[src/rtl/scc_pkg.sv]
// constants and types for the segmentation connection context
package scc_pkg;
  localparam logic [7:0]  WORDS_PER_CELL = 8'h0C;
  localparam logic [9:0]  OAM_LAST [4]   = '{10'h07F, 10'h0FF, 10'h1FF, 10'h3FF};
  localparam logic [7:0]  MPEG_BLOCK_SIZE = 8'h47;
  localparam int unsigned BYTES_W        = 32;
  localparam int unsigned THRESH_W       = 24;
  localparam int unsigned THRESH_LSB     = 8;
  localparam int unsigned STAT_W         = 32;
  localparam int unsigned PCR_W          = 36;
  localparam int unsigned PID_W          = 13;
  localparam int unsigned TMR_W          = 16;
  localparam int unsigned RM_W           = 8;
  localparam int unsigned POOL_W         = 4;
  localparam logic [3:0]  POOL_RST       = 4'h0;
  localparam logic [7:0]  MISSING_RM_COUNTER_RST       = 8'h00;
  typedef enum logic [1:0] {
    TMR_REL_ONCE = 2'b00,
    TMR_REL_PER  = 2'b01,
    TMR_ABS_ONCE = 2'b10,
    TMR_ABS_PER  = 2'b11
  } scc_tmr_type_t;
  typedef enum logic {
    TM_IDLE  = 1'b0,
    TM_ARMED = 1'b1
  } scc_tmr_st_t;
endpackage : scc_pkg

[src/rtl/scc_context.sv]
// per-connection transmit context of the segmentation engine
`timescale 1ns/100ps
module scc_context (
  input  wire logic                          sys_clk_in,
  input  wire logic                          sys_rst_in,
  input  wire logic                          init_in,
  input  wire logic                          oam_payload_type_low_in,
  input  wire logic                          oam_loss_priority_value_in,
  input  wire logic                          oam_priority_select_in,
  input  wire logic                          hdr_clp_in,
  input  wire logic [1:0]                    oam_interval_code_in,
  input  wire logic                          oam_sent_in,
  input  wire logic                          blocking_mode_in,
  input  wire logic [7:0]                    block_size_in,
  input  wire logic [4:0]                    packets_per_frame_in,
  input  wire logic                          pcr_terminate_in,
  input  wire logic                          pcr_delay_in,
  input  wire logic                          pid_only_in,
  input  wire logic                          stats_en_in,
  input  wire logic                          block_en_in,
  input  wire logic                          count_packets_in,
  input  wire logic                          cell_in,
  input  wire logic                          cell_clp_in,
  input  wire logic                          cell_last_in,
  input  wire logic                          ts_start_in,
  input  wire logic                          ts_has_pcr_in,
  input  wire logic [scc_pkg::PCR_W-1:0]     ts_pcr_in,
  input  wire logic [17:0]                   ts_pcr_low_in,
  input  wire logic [scc_pkg::PID_W-1:0]     ts_pid_in,
  input  wire logic [scc_pkg::PCR_W-1:0]     time_base_in,
  input  wire logic                          brm_write_in,
  input  wire logic [31:0]                   brm_addr_in,
  input  wire logic                          brm_sent_in,
  input  wire logic                          enq_in,
  input  wire logic                          deq_in,
  input  wire logic [15:0]                   byte_len_in,
  input  wire logic [scc_pkg::THRESH_W-1:0]  threshold1_in,
  input  wire logic [scc_pkg::THRESH_W-1:0]  threshold2_in,
  input  wire logic [scc_pkg::POOL_W-1:0]    base_pool_in,
  input  wire logic [scc_pkg::POOL_W-1:0]    alternate_pool1_in,
  input  wire logic [scc_pkg::POOL_W-1:0]    alternate_pool2_in,
  input  wire logic                          timeslot_in,
  input  wire logic [1:0]                    timer_type_in,
  input  wire logic [scc_pkg::TMR_W-1:0]     timer_period_in,
  input  wire logic [scc_pkg::TMR_W-1:0]     timer_stamp_in,
  input  wire logic [31:0]                   dma_desc_addr_in,
  input  wire logic                          frm_sent_in,
  input  wire logic                          brm_rx_in,
  input  wire logic [scc_pkg::RM_W-1:0]      missing_rm_limit_in,
  input  wire logic [scc_pkg::RM_W-1:0]      cutoff_decrease_exp_in,
  output logic                               oam_insert_out,
  output logic                               oam_hdr_pti_low_out,
  output logic                               oam_hdr_clp_out,
  output logic [7:0]                         oam_seq_out,
  output logic                               oam_sent_flag_out,
  output logic [7:0]                         blocking_count_out,
  output logic [4:0]                         ts_index_out,
  output logic                               frame_end_out,
  output logic [1:0]                         prev_clock_ref_high_out,
  output logic [15:0]                        prev_clock_ref_low_out,
  output logic                               clock_ref_present_out,
  output logic                               prev_pcr_seen_out,
  output logic                               stream_id_valid_out,
  output logic                               stream_id_match_out,
  output logic                               clock_ref_check_out,
  output logic                               cell_delay_out,
  output logic [scc_pkg::PCR_W-1:0]          clock_ref_offset_out,
  output logic                               clock_ref_offset_valid_out,
  output logic [31:0]                        brm_addr_out,
  output logic [scc_pkg::STAT_W-1:0]         user_cell_total_out,
  output logic                               user_cell_total_wrap_out,
  output logic [scc_pkg::STAT_W-1:0]         user_cell_high_priority_total_out,
  output logic                               user_cell_hp_wrap_out,
  output logic [scc_pkg::POOL_W-1:0]         pool_id_out,
  output logic                               dma_queue_out,
  output logic [31:0]                        dma_desc_out,
  output logic                               frm_allowed_out,
  output logic [scc_pkg::RM_W-1:0]           missing_rm_counter_out
);
  import scc_pkg::*;

  typedef struct packed {
    logic [9:0]         oam_cnt;
    logic               oam_due;
    logic [7:0]         oam_seq;
    logic               oam_sent;
    logic               oam_pti;
    logic               oam_clp;
    logic [7:0]         blk;
    logic [4:0]         idx;
    logic               frame_end;
    logic [17:0]        pcr_low;
    logic               pcr_now;
    logic               pcr_prev;
    logic [PCR_W-1:0]   pcr_hold;
    logic [PID_W-1:0]   pid;
    logic               pid_valid;
    logic               pid_match;
    logic               chk;
    logic               delay;
    logic [PCR_W-1:0]   ofs;
    logic               ofs_valid;
    logic [31:0]        brm;
    logic [BYTES_W-1:0] bytes;
    logic [POOL_W-1:0]  pool;
    scc_tmr_st_t        tmr_st;
    logic [TMR_W-1:0]   tmr_cnt;
    logic [TMR_W-1:0]   slot;
    logic               dma_q;
    logic [31:0]        dma_desc;
    logic [RM_W-1:0]    missing_rm_counter;
    logic               frm_ok;
  } scc_ctx_t;

  scc_ctx_t s_q, s_d;
  logic [8:0] blk_sum;
  logic       pkt_done;
  logic       match_now;
  logic       stat_en;
  logic       hp_inc;

  // block progress, one step per segmented cell
  assign blk_sum   = {1'b0, s_q.blk} + {1'b0, WORDS_PER_CELL};
  assign pkt_done  = blk_sum >= {1'b0, block_size_in};
  assign match_now = s_q.pid_valid ? (ts_pid_in == s_q.pid) : 1'b1;
  // statistics gating
  assign stat_en   = stats_en_in | block_en_in;
  assign hp_inc    = count_packets_in ? cell_last_in : !cell_clp_in;

  // next context
  always_comb begin
    s_d           = s_q;
    s_d.oam_due   = 1'b0;
    s_d.frame_end = 1'b0;
    s_d.dma_q     = 1'b0;
    // oam header bits follow the context
    s_d.oam_pti = oam_payload_type_low_in;
    s_d.oam_clp = oam_priority_select_in ? oam_loss_priority_value_in
                                         : hdr_clp_in;
    if (init_in) begin
      s_d        = '0;
      s_d.pool   = base_pool_in;
      s_d.tmr_st = TM_ARMED;
      s_d.tmr_cnt = timer_period_in;
      s_d.missing_rm_counter   = missing_rm_limit_in;
      s_d.frm_ok = missing_rm_limit_in != MISSING_RM_COUNTER_RST;
    end else begin
      // one oam cell after each block of user cells
      if (cell_in && block_en_in) begin
        if (s_q.oam_cnt == OAM_LAST[oam_interval_code_in]) begin
          s_d.oam_cnt = '0;
          s_d.oam_due = 1'b1;
        end else begin
          s_d.oam_cnt = s_q.oam_cnt + 10'h001;
        end
      end
      if (oam_sent_in) begin
        s_d.oam_seq  = s_q.oam_seq + 8'h01;
        s_d.oam_sent = 1'b1;
      end
      // word count and packet index in blocking modes
      if (cell_in && blocking_mode_in) begin
        if (pkt_done) begin
          s_d.blk = 8'(blk_sum - {1'b0, block_size_in});
          if (s_q.idx + 5'h01 >= packets_per_frame_in) begin
            s_d.idx       = '0;
            s_d.frame_end = 1'b1;
          end else begin
            s_d.idx = s_q.idx + 5'h01;
          end
          if (pcr_terminate_in && s_q.pcr_now) begin
            s_d.idx       = '0;
            s_d.frame_end = 1'b1;
          end
          // decide a late clock reference packet
          if (pcr_delay_in && s_q.pcr_now
              && (s_q.pid_match || !pid_only_in)) begin
            s_d.chk = 1'b1;
          end
        end else begin
          s_d.blk = blk_sum[7:0];
        end
      end
      // check stays until the time base catches up
      if (s_q.chk) begin
        s_d.delay = (time_base_in + s_q.ofs) < s_q.pcr_hold;
        s_d.chk   = s_d.delay;
      end else begin
        s_d.delay = 1'b0;
      end
      // new transport stream packet
      if (ts_start_in) begin
        s_d.pcr_prev  = s_q.pcr_prev | s_q.pcr_now;
        s_d.pcr_now   = ts_has_pcr_in;
        s_d.pid_match = match_now;
        if (ts_has_pcr_in) begin
          s_d.pcr_low  = ts_pcr_low_in;
          s_d.pcr_hold = ts_pcr_in;
          if (!s_q.pid_valid) begin
            s_d.pid       = ts_pid_in;
            s_d.pid_valid = 1'b1;
          end
          if (!s_q.ofs_valid) begin
            s_d.ofs       = ts_pcr_in - time_base_in;
            s_d.ofs_valid = 1'b1;
          end
        end
      end
      // backward rm buffer address
      if (brm_sent_in) begin
        s_d.brm = '0;
      end else if (brm_write_in) begin
        s_d.brm = brm_addr_in;
      end
      // queued byte count and pool switching
      case ({enq_in, deq_in})
        2'b10: s_d.bytes = s_q.bytes + BYTES_W'(byte_len_in);
        2'b01: s_d.bytes = s_q.bytes - BYTES_W'(byte_len_in);
        default: s_d.bytes = s_q.bytes;
      endcase
      if (s_d.bytes[BYTES_W-1:THRESH_LSB] >= threshold2_in) begin
        s_d.pool = alternate_pool2_in;
      end else if (s_d.bytes[BYTES_W-1:THRESH_LSB] >= threshold1_in) begin
        s_d.pool = alternate_pool1_in;
      end else begin
        s_d.pool = base_pool_in;
      end
      // timer in timeslots
      if (timeslot_in) begin
        s_d.slot = s_q.slot + 16'h0001;
        unique case (s_q.tmr_st)
          TM_IDLE: s_d.tmr_st = TM_IDLE;
          TM_ARMED: begin
            if (timer_type_in[1] ? (s_q.slot == timer_stamp_in)
                                 : (s_q.tmr_cnt <= 16'h0001)) begin
              s_d.dma_q   = 1'b1;
              s_d.dma_desc = dma_desc_addr_in;
              s_d.tmr_cnt = timer_period_in;
              if (!timer_type_in[0]) begin
                s_d.tmr_st = TM_IDLE;
              end else if (timer_type_in[1]) begin
                s_d.tmr_cnt = timer_period_in;
                s_d.tmr_st  = TM_IDLE;
              end
            end else begin
              s_d.tmr_cnt = s_q.tmr_cnt - 16'h0001;
            end
          end
        endcase
      end
      // absolute periodic runs on the period after the stamp
      if (timer_type_in == TMR_ABS_PER && s_q.tmr_st == TM_IDLE
          && s_q.tmr_cnt != '0 && timeslot_in) begin
        if (s_q.tmr_cnt <= 16'h0001) begin
          s_d.dma_q   = 1'b1;
          s_d.dma_desc = dma_desc_addr_in;
          s_d.tmr_cnt = timer_period_in;
        end else begin
          s_d.tmr_cnt = s_q.tmr_cnt - 16'h0001;
        end
      end
      // forward rm limit, reload on backward rm
      if (brm_rx_in) begin
        s_d.missing_rm_counter = cutoff_decrease_exp_in;
      end else if (frm_sent_in && s_q.missing_rm_counter != MISSING_RM_COUNTER_RST) begin
        s_d.missing_rm_counter = s_q.missing_rm_counter - 8'h01;
      end
      s_d.frm_ok = s_d.missing_rm_counter != MISSING_RM_COUNTER_RST;
    end
  end

  // context register
  always_ff @(posedge sys_clk_in or posedge sys_rst_in) begin
    if (sys_rst_in) begin
      s_q      <= '0;
      s_q.pool <= POOL_RST;
    end else begin
      s_q <= s_d;
    end
  end

  // statistics counters
  scc_wrap_cnt #(.W(STAT_W)) u_total (
    .sys_clk_in (sys_clk_in),
    .sys_rst_in (sys_rst_in),
    .clear_in   (init_in),
    .inc_in     (cell_in && stat_en),
    .count_out  (user_cell_total_out),
    .wrap_out   (user_cell_total_wrap_out)
  );
  scc_wrap_cnt #(.W(STAT_W)) u_high_prio (
    .sys_clk_in (sys_clk_in),
    .sys_rst_in (sys_rst_in),
    .clear_in   (init_in),
    .inc_in     (cell_in && stat_en && hp_inc),
    .count_out  (user_cell_high_priority_total_out),
    .wrap_out   (user_cell_hp_wrap_out)
  );

  // outputs from the context register
  assign oam_insert_out             = s_q.oam_due;
  assign oam_hdr_pti_low_out        = s_q.oam_pti;
  assign oam_hdr_clp_out            = s_q.oam_clp;
  assign oam_seq_out                = s_q.oam_seq;
  assign oam_sent_flag_out          = s_q.oam_sent;
  assign blocking_count_out         = s_q.blk;
  assign ts_index_out               = s_q.idx;
  assign frame_end_out              = s_q.frame_end;
  assign prev_clock_ref_high_out    = s_q.pcr_low[17:16];
  assign prev_clock_ref_low_out     = s_q.pcr_low[15:0];
  assign clock_ref_present_out      = s_q.pcr_now;
  assign prev_pcr_seen_out          = s_q.pcr_prev;
  assign stream_id_valid_out        = s_q.pid_valid;
  assign stream_id_match_out        = s_q.pid_match;
  assign clock_ref_check_out        = s_q.chk;
  assign cell_delay_out             = s_q.delay;
  assign clock_ref_offset_out       = s_q.ofs;
  assign clock_ref_offset_valid_out = s_q.ofs_valid;
  assign brm_addr_out               = s_q.brm;
  assign pool_id_out                = s_q.pool;
  assign dma_queue_out              = s_q.dma_q;
  assign dma_desc_out               = s_q.dma_desc;
  assign frm_allowed_out            = s_q.frm_ok;
  assign missing_rm_counter_out     = s_q.missing_rm_counter;
endmodule : scc_context

[src/rtl/scc_wrap_cnt.sv]
// statistics counter with wrap event
`timescale 1ns/100ps
module scc_wrap_cnt #(
  parameter int W = 32
) (
  input  wire logic         sys_clk_in,
  input  wire logic         sys_rst_in,
  input  wire logic         clear_in,
  input  wire logic         inc_in,
  output logic [W-1:0]      count_out,
  output logic              wrap_out
);
  import scc_pkg::*;
  typedef struct packed {
    logic [W-1:0] cnt;
    logic         wrap;
  } scc_cnt_st_t;
  scc_cnt_st_t s_q, s_d;

  // count up, pulse on roll over
  always_comb begin
    s_d      = s_q;
    s_d.wrap = 1'b0;
    if (clear_in) begin
      s_d.cnt = '0;
    end else if (inc_in) begin
      s_d.cnt  = s_q.cnt + 1'b1;
      s_d.wrap = &s_q.cnt;
    end
  end

  // state register
  always_ff @(posedge sys_clk_in or posedge sys_rst_in) begin
    if (sys_rst_in) begin
      s_q <= '0;
    end else begin
      s_q <= s_d;
    end
  end

  assign count_out = s_q.cnt;
  assign wrap_out  = s_q.wrap;
endmodule : scc_wrap_cnt

[config.mk]
export PLATFORM = sky130hd
export DESIGN_NAME = scc_context
export DESIGN_NICKNAME = d
export VERILOG_FILES = /design/src/rtl/scc_pkg.sv /design/src/rtl/scc_context.sv /design/src/rtl/scc_wrap_cnt.sv
export SDC_FILE = /design/constraint.sdc
export NUM_CORES = 1
export LEC_CHECK = 0
export BUFFER_PORTS_ARGS = -buffer_cell sky130_fd_sc_hd__buf_2
export CAP_MARGIN = 30
export CORE_MARGIN = 5
export CORE_UTILIZATION = 50
export DETAILED_ROUTE_END_ITERATION = 12
export HOLD_SLACK_MARGIN = 0.02
export PLACE_DENSITY_LB_ADDON = 0.15
export SKIP_LAST_GASP = 1
export SYNTH_ARGS = -nofsm -noshare
export SYNTH_HDL_FRONTEND = slang
export SYNTH_SLANG_ARGS = --single-unit
[constraint.sdc]
create_clock -name sys_clk_in -period 9.89 [get_ports sys_clk_in]
set_input_delay 0.989 -clock sys_clk_in [delete_from_list [all_inputs] [get_ports sys_clk_in]]
set_output_delay 0.989 -clock sys_clk_in [all_outputs]
set_load 0.05 [all_outputs]
==> out/metrics.cfg <==
[outcome]
status = finished clean

[yosys]
synth-edff-count = 0
synth.top_cell.area_share_pct = 35.7
async_flop_share_pct = 100
synth_area_per_cell_um2 = 9.05
yosysUniqueCellTypes = 95
synth_ff_type = dfrtp_1
synthCells = 2741
netlist_top_cells_area = dfrtp_1 (36%), ha_1 (11%), buf_4 (4.8%)
syn_nets = 3292
synth_seq_cells = 354
synth_warnings = 0
synth_top_cell_by_area = dfrtp_1
ys_seq_area_share_pct = 35.7
synth_area_um2 = 24800

[timing]
tns_ps = 0
fmax_mhz = 148
setup_viol = 0
min_period_over_period_pct = 68.1
fin_skew_ps = 15.7
rsz0062_at_grt = false
timing.final.crit_period_ps = 6740
worst-slew-pin-transition_ps = 959
slew_headroom_pct = 36.0
slew_violations = 0
hold_violations = 0

[die]
die_x_um = 233
floorplan.die.height_um = 233
start_util_pct = 50.6
row_count = 81
core_area_um2 = 49100
io_pins = 566
dieArea_um2 = 54100

[final_layout]
multi_input_area_um2 = 13700
regArea_um2 = 8860
finalInstanceArea_um2 = 28600
n_fill_cell = 4494
layout-drive-gt1-share_pct = 22.4
fin_nets = 3679
syn_to_final_growth_pct = 15.4

[worst_setup_path]
required_ps = 10340
cp-end-kind = flop
critPathMaxFanout = 9
cp.arrival_ps = 7190
critical_path_class = input port to flop
setup.worst_path.start_class = input port

[cts]
cts_made_buffers = 42
ctsLongestPathBuffers = 3
ctsResizeCount = 0
cts_tree = done
cts_root_buf = clkbuf_16
hold_buffers = 0
clock-sinks = 354
htree_num_levels = 2
cts_setup_buffers = 0
clkTransAtPathRegs_ps = 60
clk_latency_ps = 580

[global_route]
grt-ovfl-total = 0
grt_max_degree = 164
grt_usage_pct = 25.9
antenna_found_initial = 9
first_global_vias = 21041
grt_first_pass_wirelength_mm = 114

[routing]
via_per_inst = 5.60
antenna_left = 0
drc = 0
wl_per_cell_um = 19.2
drt_pass1_iterations = 5
via_count = 21429
dr.first_iter.drc_count = 1344
drt-total-wl_mm = 73.4

[place]
dp_hpwl_mm = 56.9
place_congestion = 0.942
postPlaceCellArea_um2 = 27200
io_buffers = 565

[hold_path]
hold_class = flop to flop

[pwr]
ir_worst_vdd_mv = 0.111
power_mw = 4.37
powerDensity_nw_per_um2 = 153
power_leakage_nw = 15.2

[flow_run]
drv_cap = 0

==> path summary, 6_finish.rpt <==
kind	start	end	slack, ps	cells past startpoint
worst max-delay path	byte_len_in[0]	pool_id_out[1]	3150	28
worst max register to register	s_q[90]	pool_id_out[1]	4670	20
max in group asynchronous	sys_rst_in	clock_ref_present_out	7030	5
min in group asynchronous	sys_rst_in	clock_ref_offset_out[0]	650	3
worst min register to register	s_q[68]	s_q[68]	470	2
worst min-delay path	s_q[68]	s_q[68]	470	2
==> per-stage QoR <==
step                setup slack, ps  std cells  hold slack [ps]  util [%]
floorplan                      3650       2741              439         -
global placement               2950       3746              455      55.4
detailed placement             2740       3747              459      55.4
CTS                            3300       3818              472      58.2
global route                   2800       3823              514      58.3
finish                         3150       3824              466      58.3
==> synth_stat cells, drive strengths merged, types with 10 or more instances <==
| cell type | n |
|---|---|
| dfrtp | 354 |
| nor2 | 219 |
| ha | 212 |
| nand2 | 206 |
| inv | 197 |
| buf | 169 |
| a21oi | 164 |
| o21ai | 148 |
| xnor2 | 110 |
| xor2 | 110 |
| a22o | 107 |
| a21o | 93 |
| clkbuf | 72 |
| nand3 | 68 |
| mux2i | 46 |
| nor3 | 44 |
| nand4 | 40 |
| nor2b | 38 |
| and3 | 32 |
| or3 | 28 |
| nand2b | 23 |
| a31oi | 20 |
| a211oi | 19 |
| o21a | 18 |
| o31ai | 18 |
| and4 | 16 |
| o211ai | 14 |
| o21bai | 13 |
| or2 | 13 |
| and2 | 12 |
| nor4 | 12 |
| nor3b | 10 |
==> cells in the final DEF (no fill, tap or decap), types with 110 or more instances in the layout <==
cell	synthesis	final
xnor2_1	110	110
a21oi_1	159	158
o21ai_0	122	122
ha_1	212	212
buf_2	8	564
xor2_1	110	110
inv_1	194	193
nor2_1	218	217
nand2_1	206	206
dfrtp_1	354	354
==> critical path: stages <==
cell       delay (ps)
buf_2             120
inv_1              70
ha_1              190
nand2_1            60
nor3_1            360
nand2_1            90
nor2_1            550
a21oi_1           180
xnor2_1           150
ha_1              360
a211oi_1          250
o2111ai_1         120
o21ai_1           500
nor3_1            160
o31a_1            300
o21ai_1           150
nand3_1           100
nand3_1           100
nand2_1           140
ha_1              310
a21o_1            160
a21o_1            170
a21oi_1           190
o211ai_1          140
a221o_1           340
a31oi_1           410
a31o_2            270
o2bb2a_1          220
==> where the power goes <==
part | internal [mW] | switching, mW | total [mW]
clock | 0.924 | 0.646 | 1.57
combinational | 0.477 | 0.741 | 1.22
sequential | 1.52 | 0.0631 | 1.58
total | 2.92 | 1.45 | 4.37
==> logic make-up after synthesis <==
logic type	synth area share, %
AND/OR/NAND/NOR	15.3
buffers and inverters	9.06
adder cells (fa/ha/maj)	11.0
flip-flops	35.7
multiplexers	2.10
AO/OA/AOI/OAI	19.0
XOR/XNOR	7.77
==> layout make-up <==
| type | count | share of cell area [%] |
|---|---|---|
| antenna | 5 | 0.0437 |
| sequential | 354 | 31.0 |
| clock buffer | 59 | 4.18 |
| inverter | 198 | 2.61 |
| timing repair buffer | 584 | 10.6 |
| clock inverter | 12 | 0.669 |
| multi-input combinational | 1948 | 48.0 |
| tap | 664 | 2.90 |
==> layer usage <==
layer / vias to the layer above / wire length [um] / global-route usage, %
li1: 10290 / - / -
met1: 10335 / 30800 / 34.0
met2: 649 / 34700 / 42.5
met3: 145 / 5160 / 5.63
met4: 10 / 2680 / 9.16
met5: - / 69 / 0
==> state kept, by name, summed over array words and instances, names as in the netlist, 2 cells and up <==
name                     cells
blocking_count_out           8
brm_addr_out                32
clock_ref_offset_out        36
dma_desc_out                32
missing_rm_counter_out       8
oam_seq_out                  8
pool_id_out                  4
prev_clock_ref_high_out      2
prev_clock_ref_low_out      16
s_q                        124
ts_index_out                 5
u_high_prio.count_out       32
u_total.count_out           32
(Power assumes the default switching activity.)
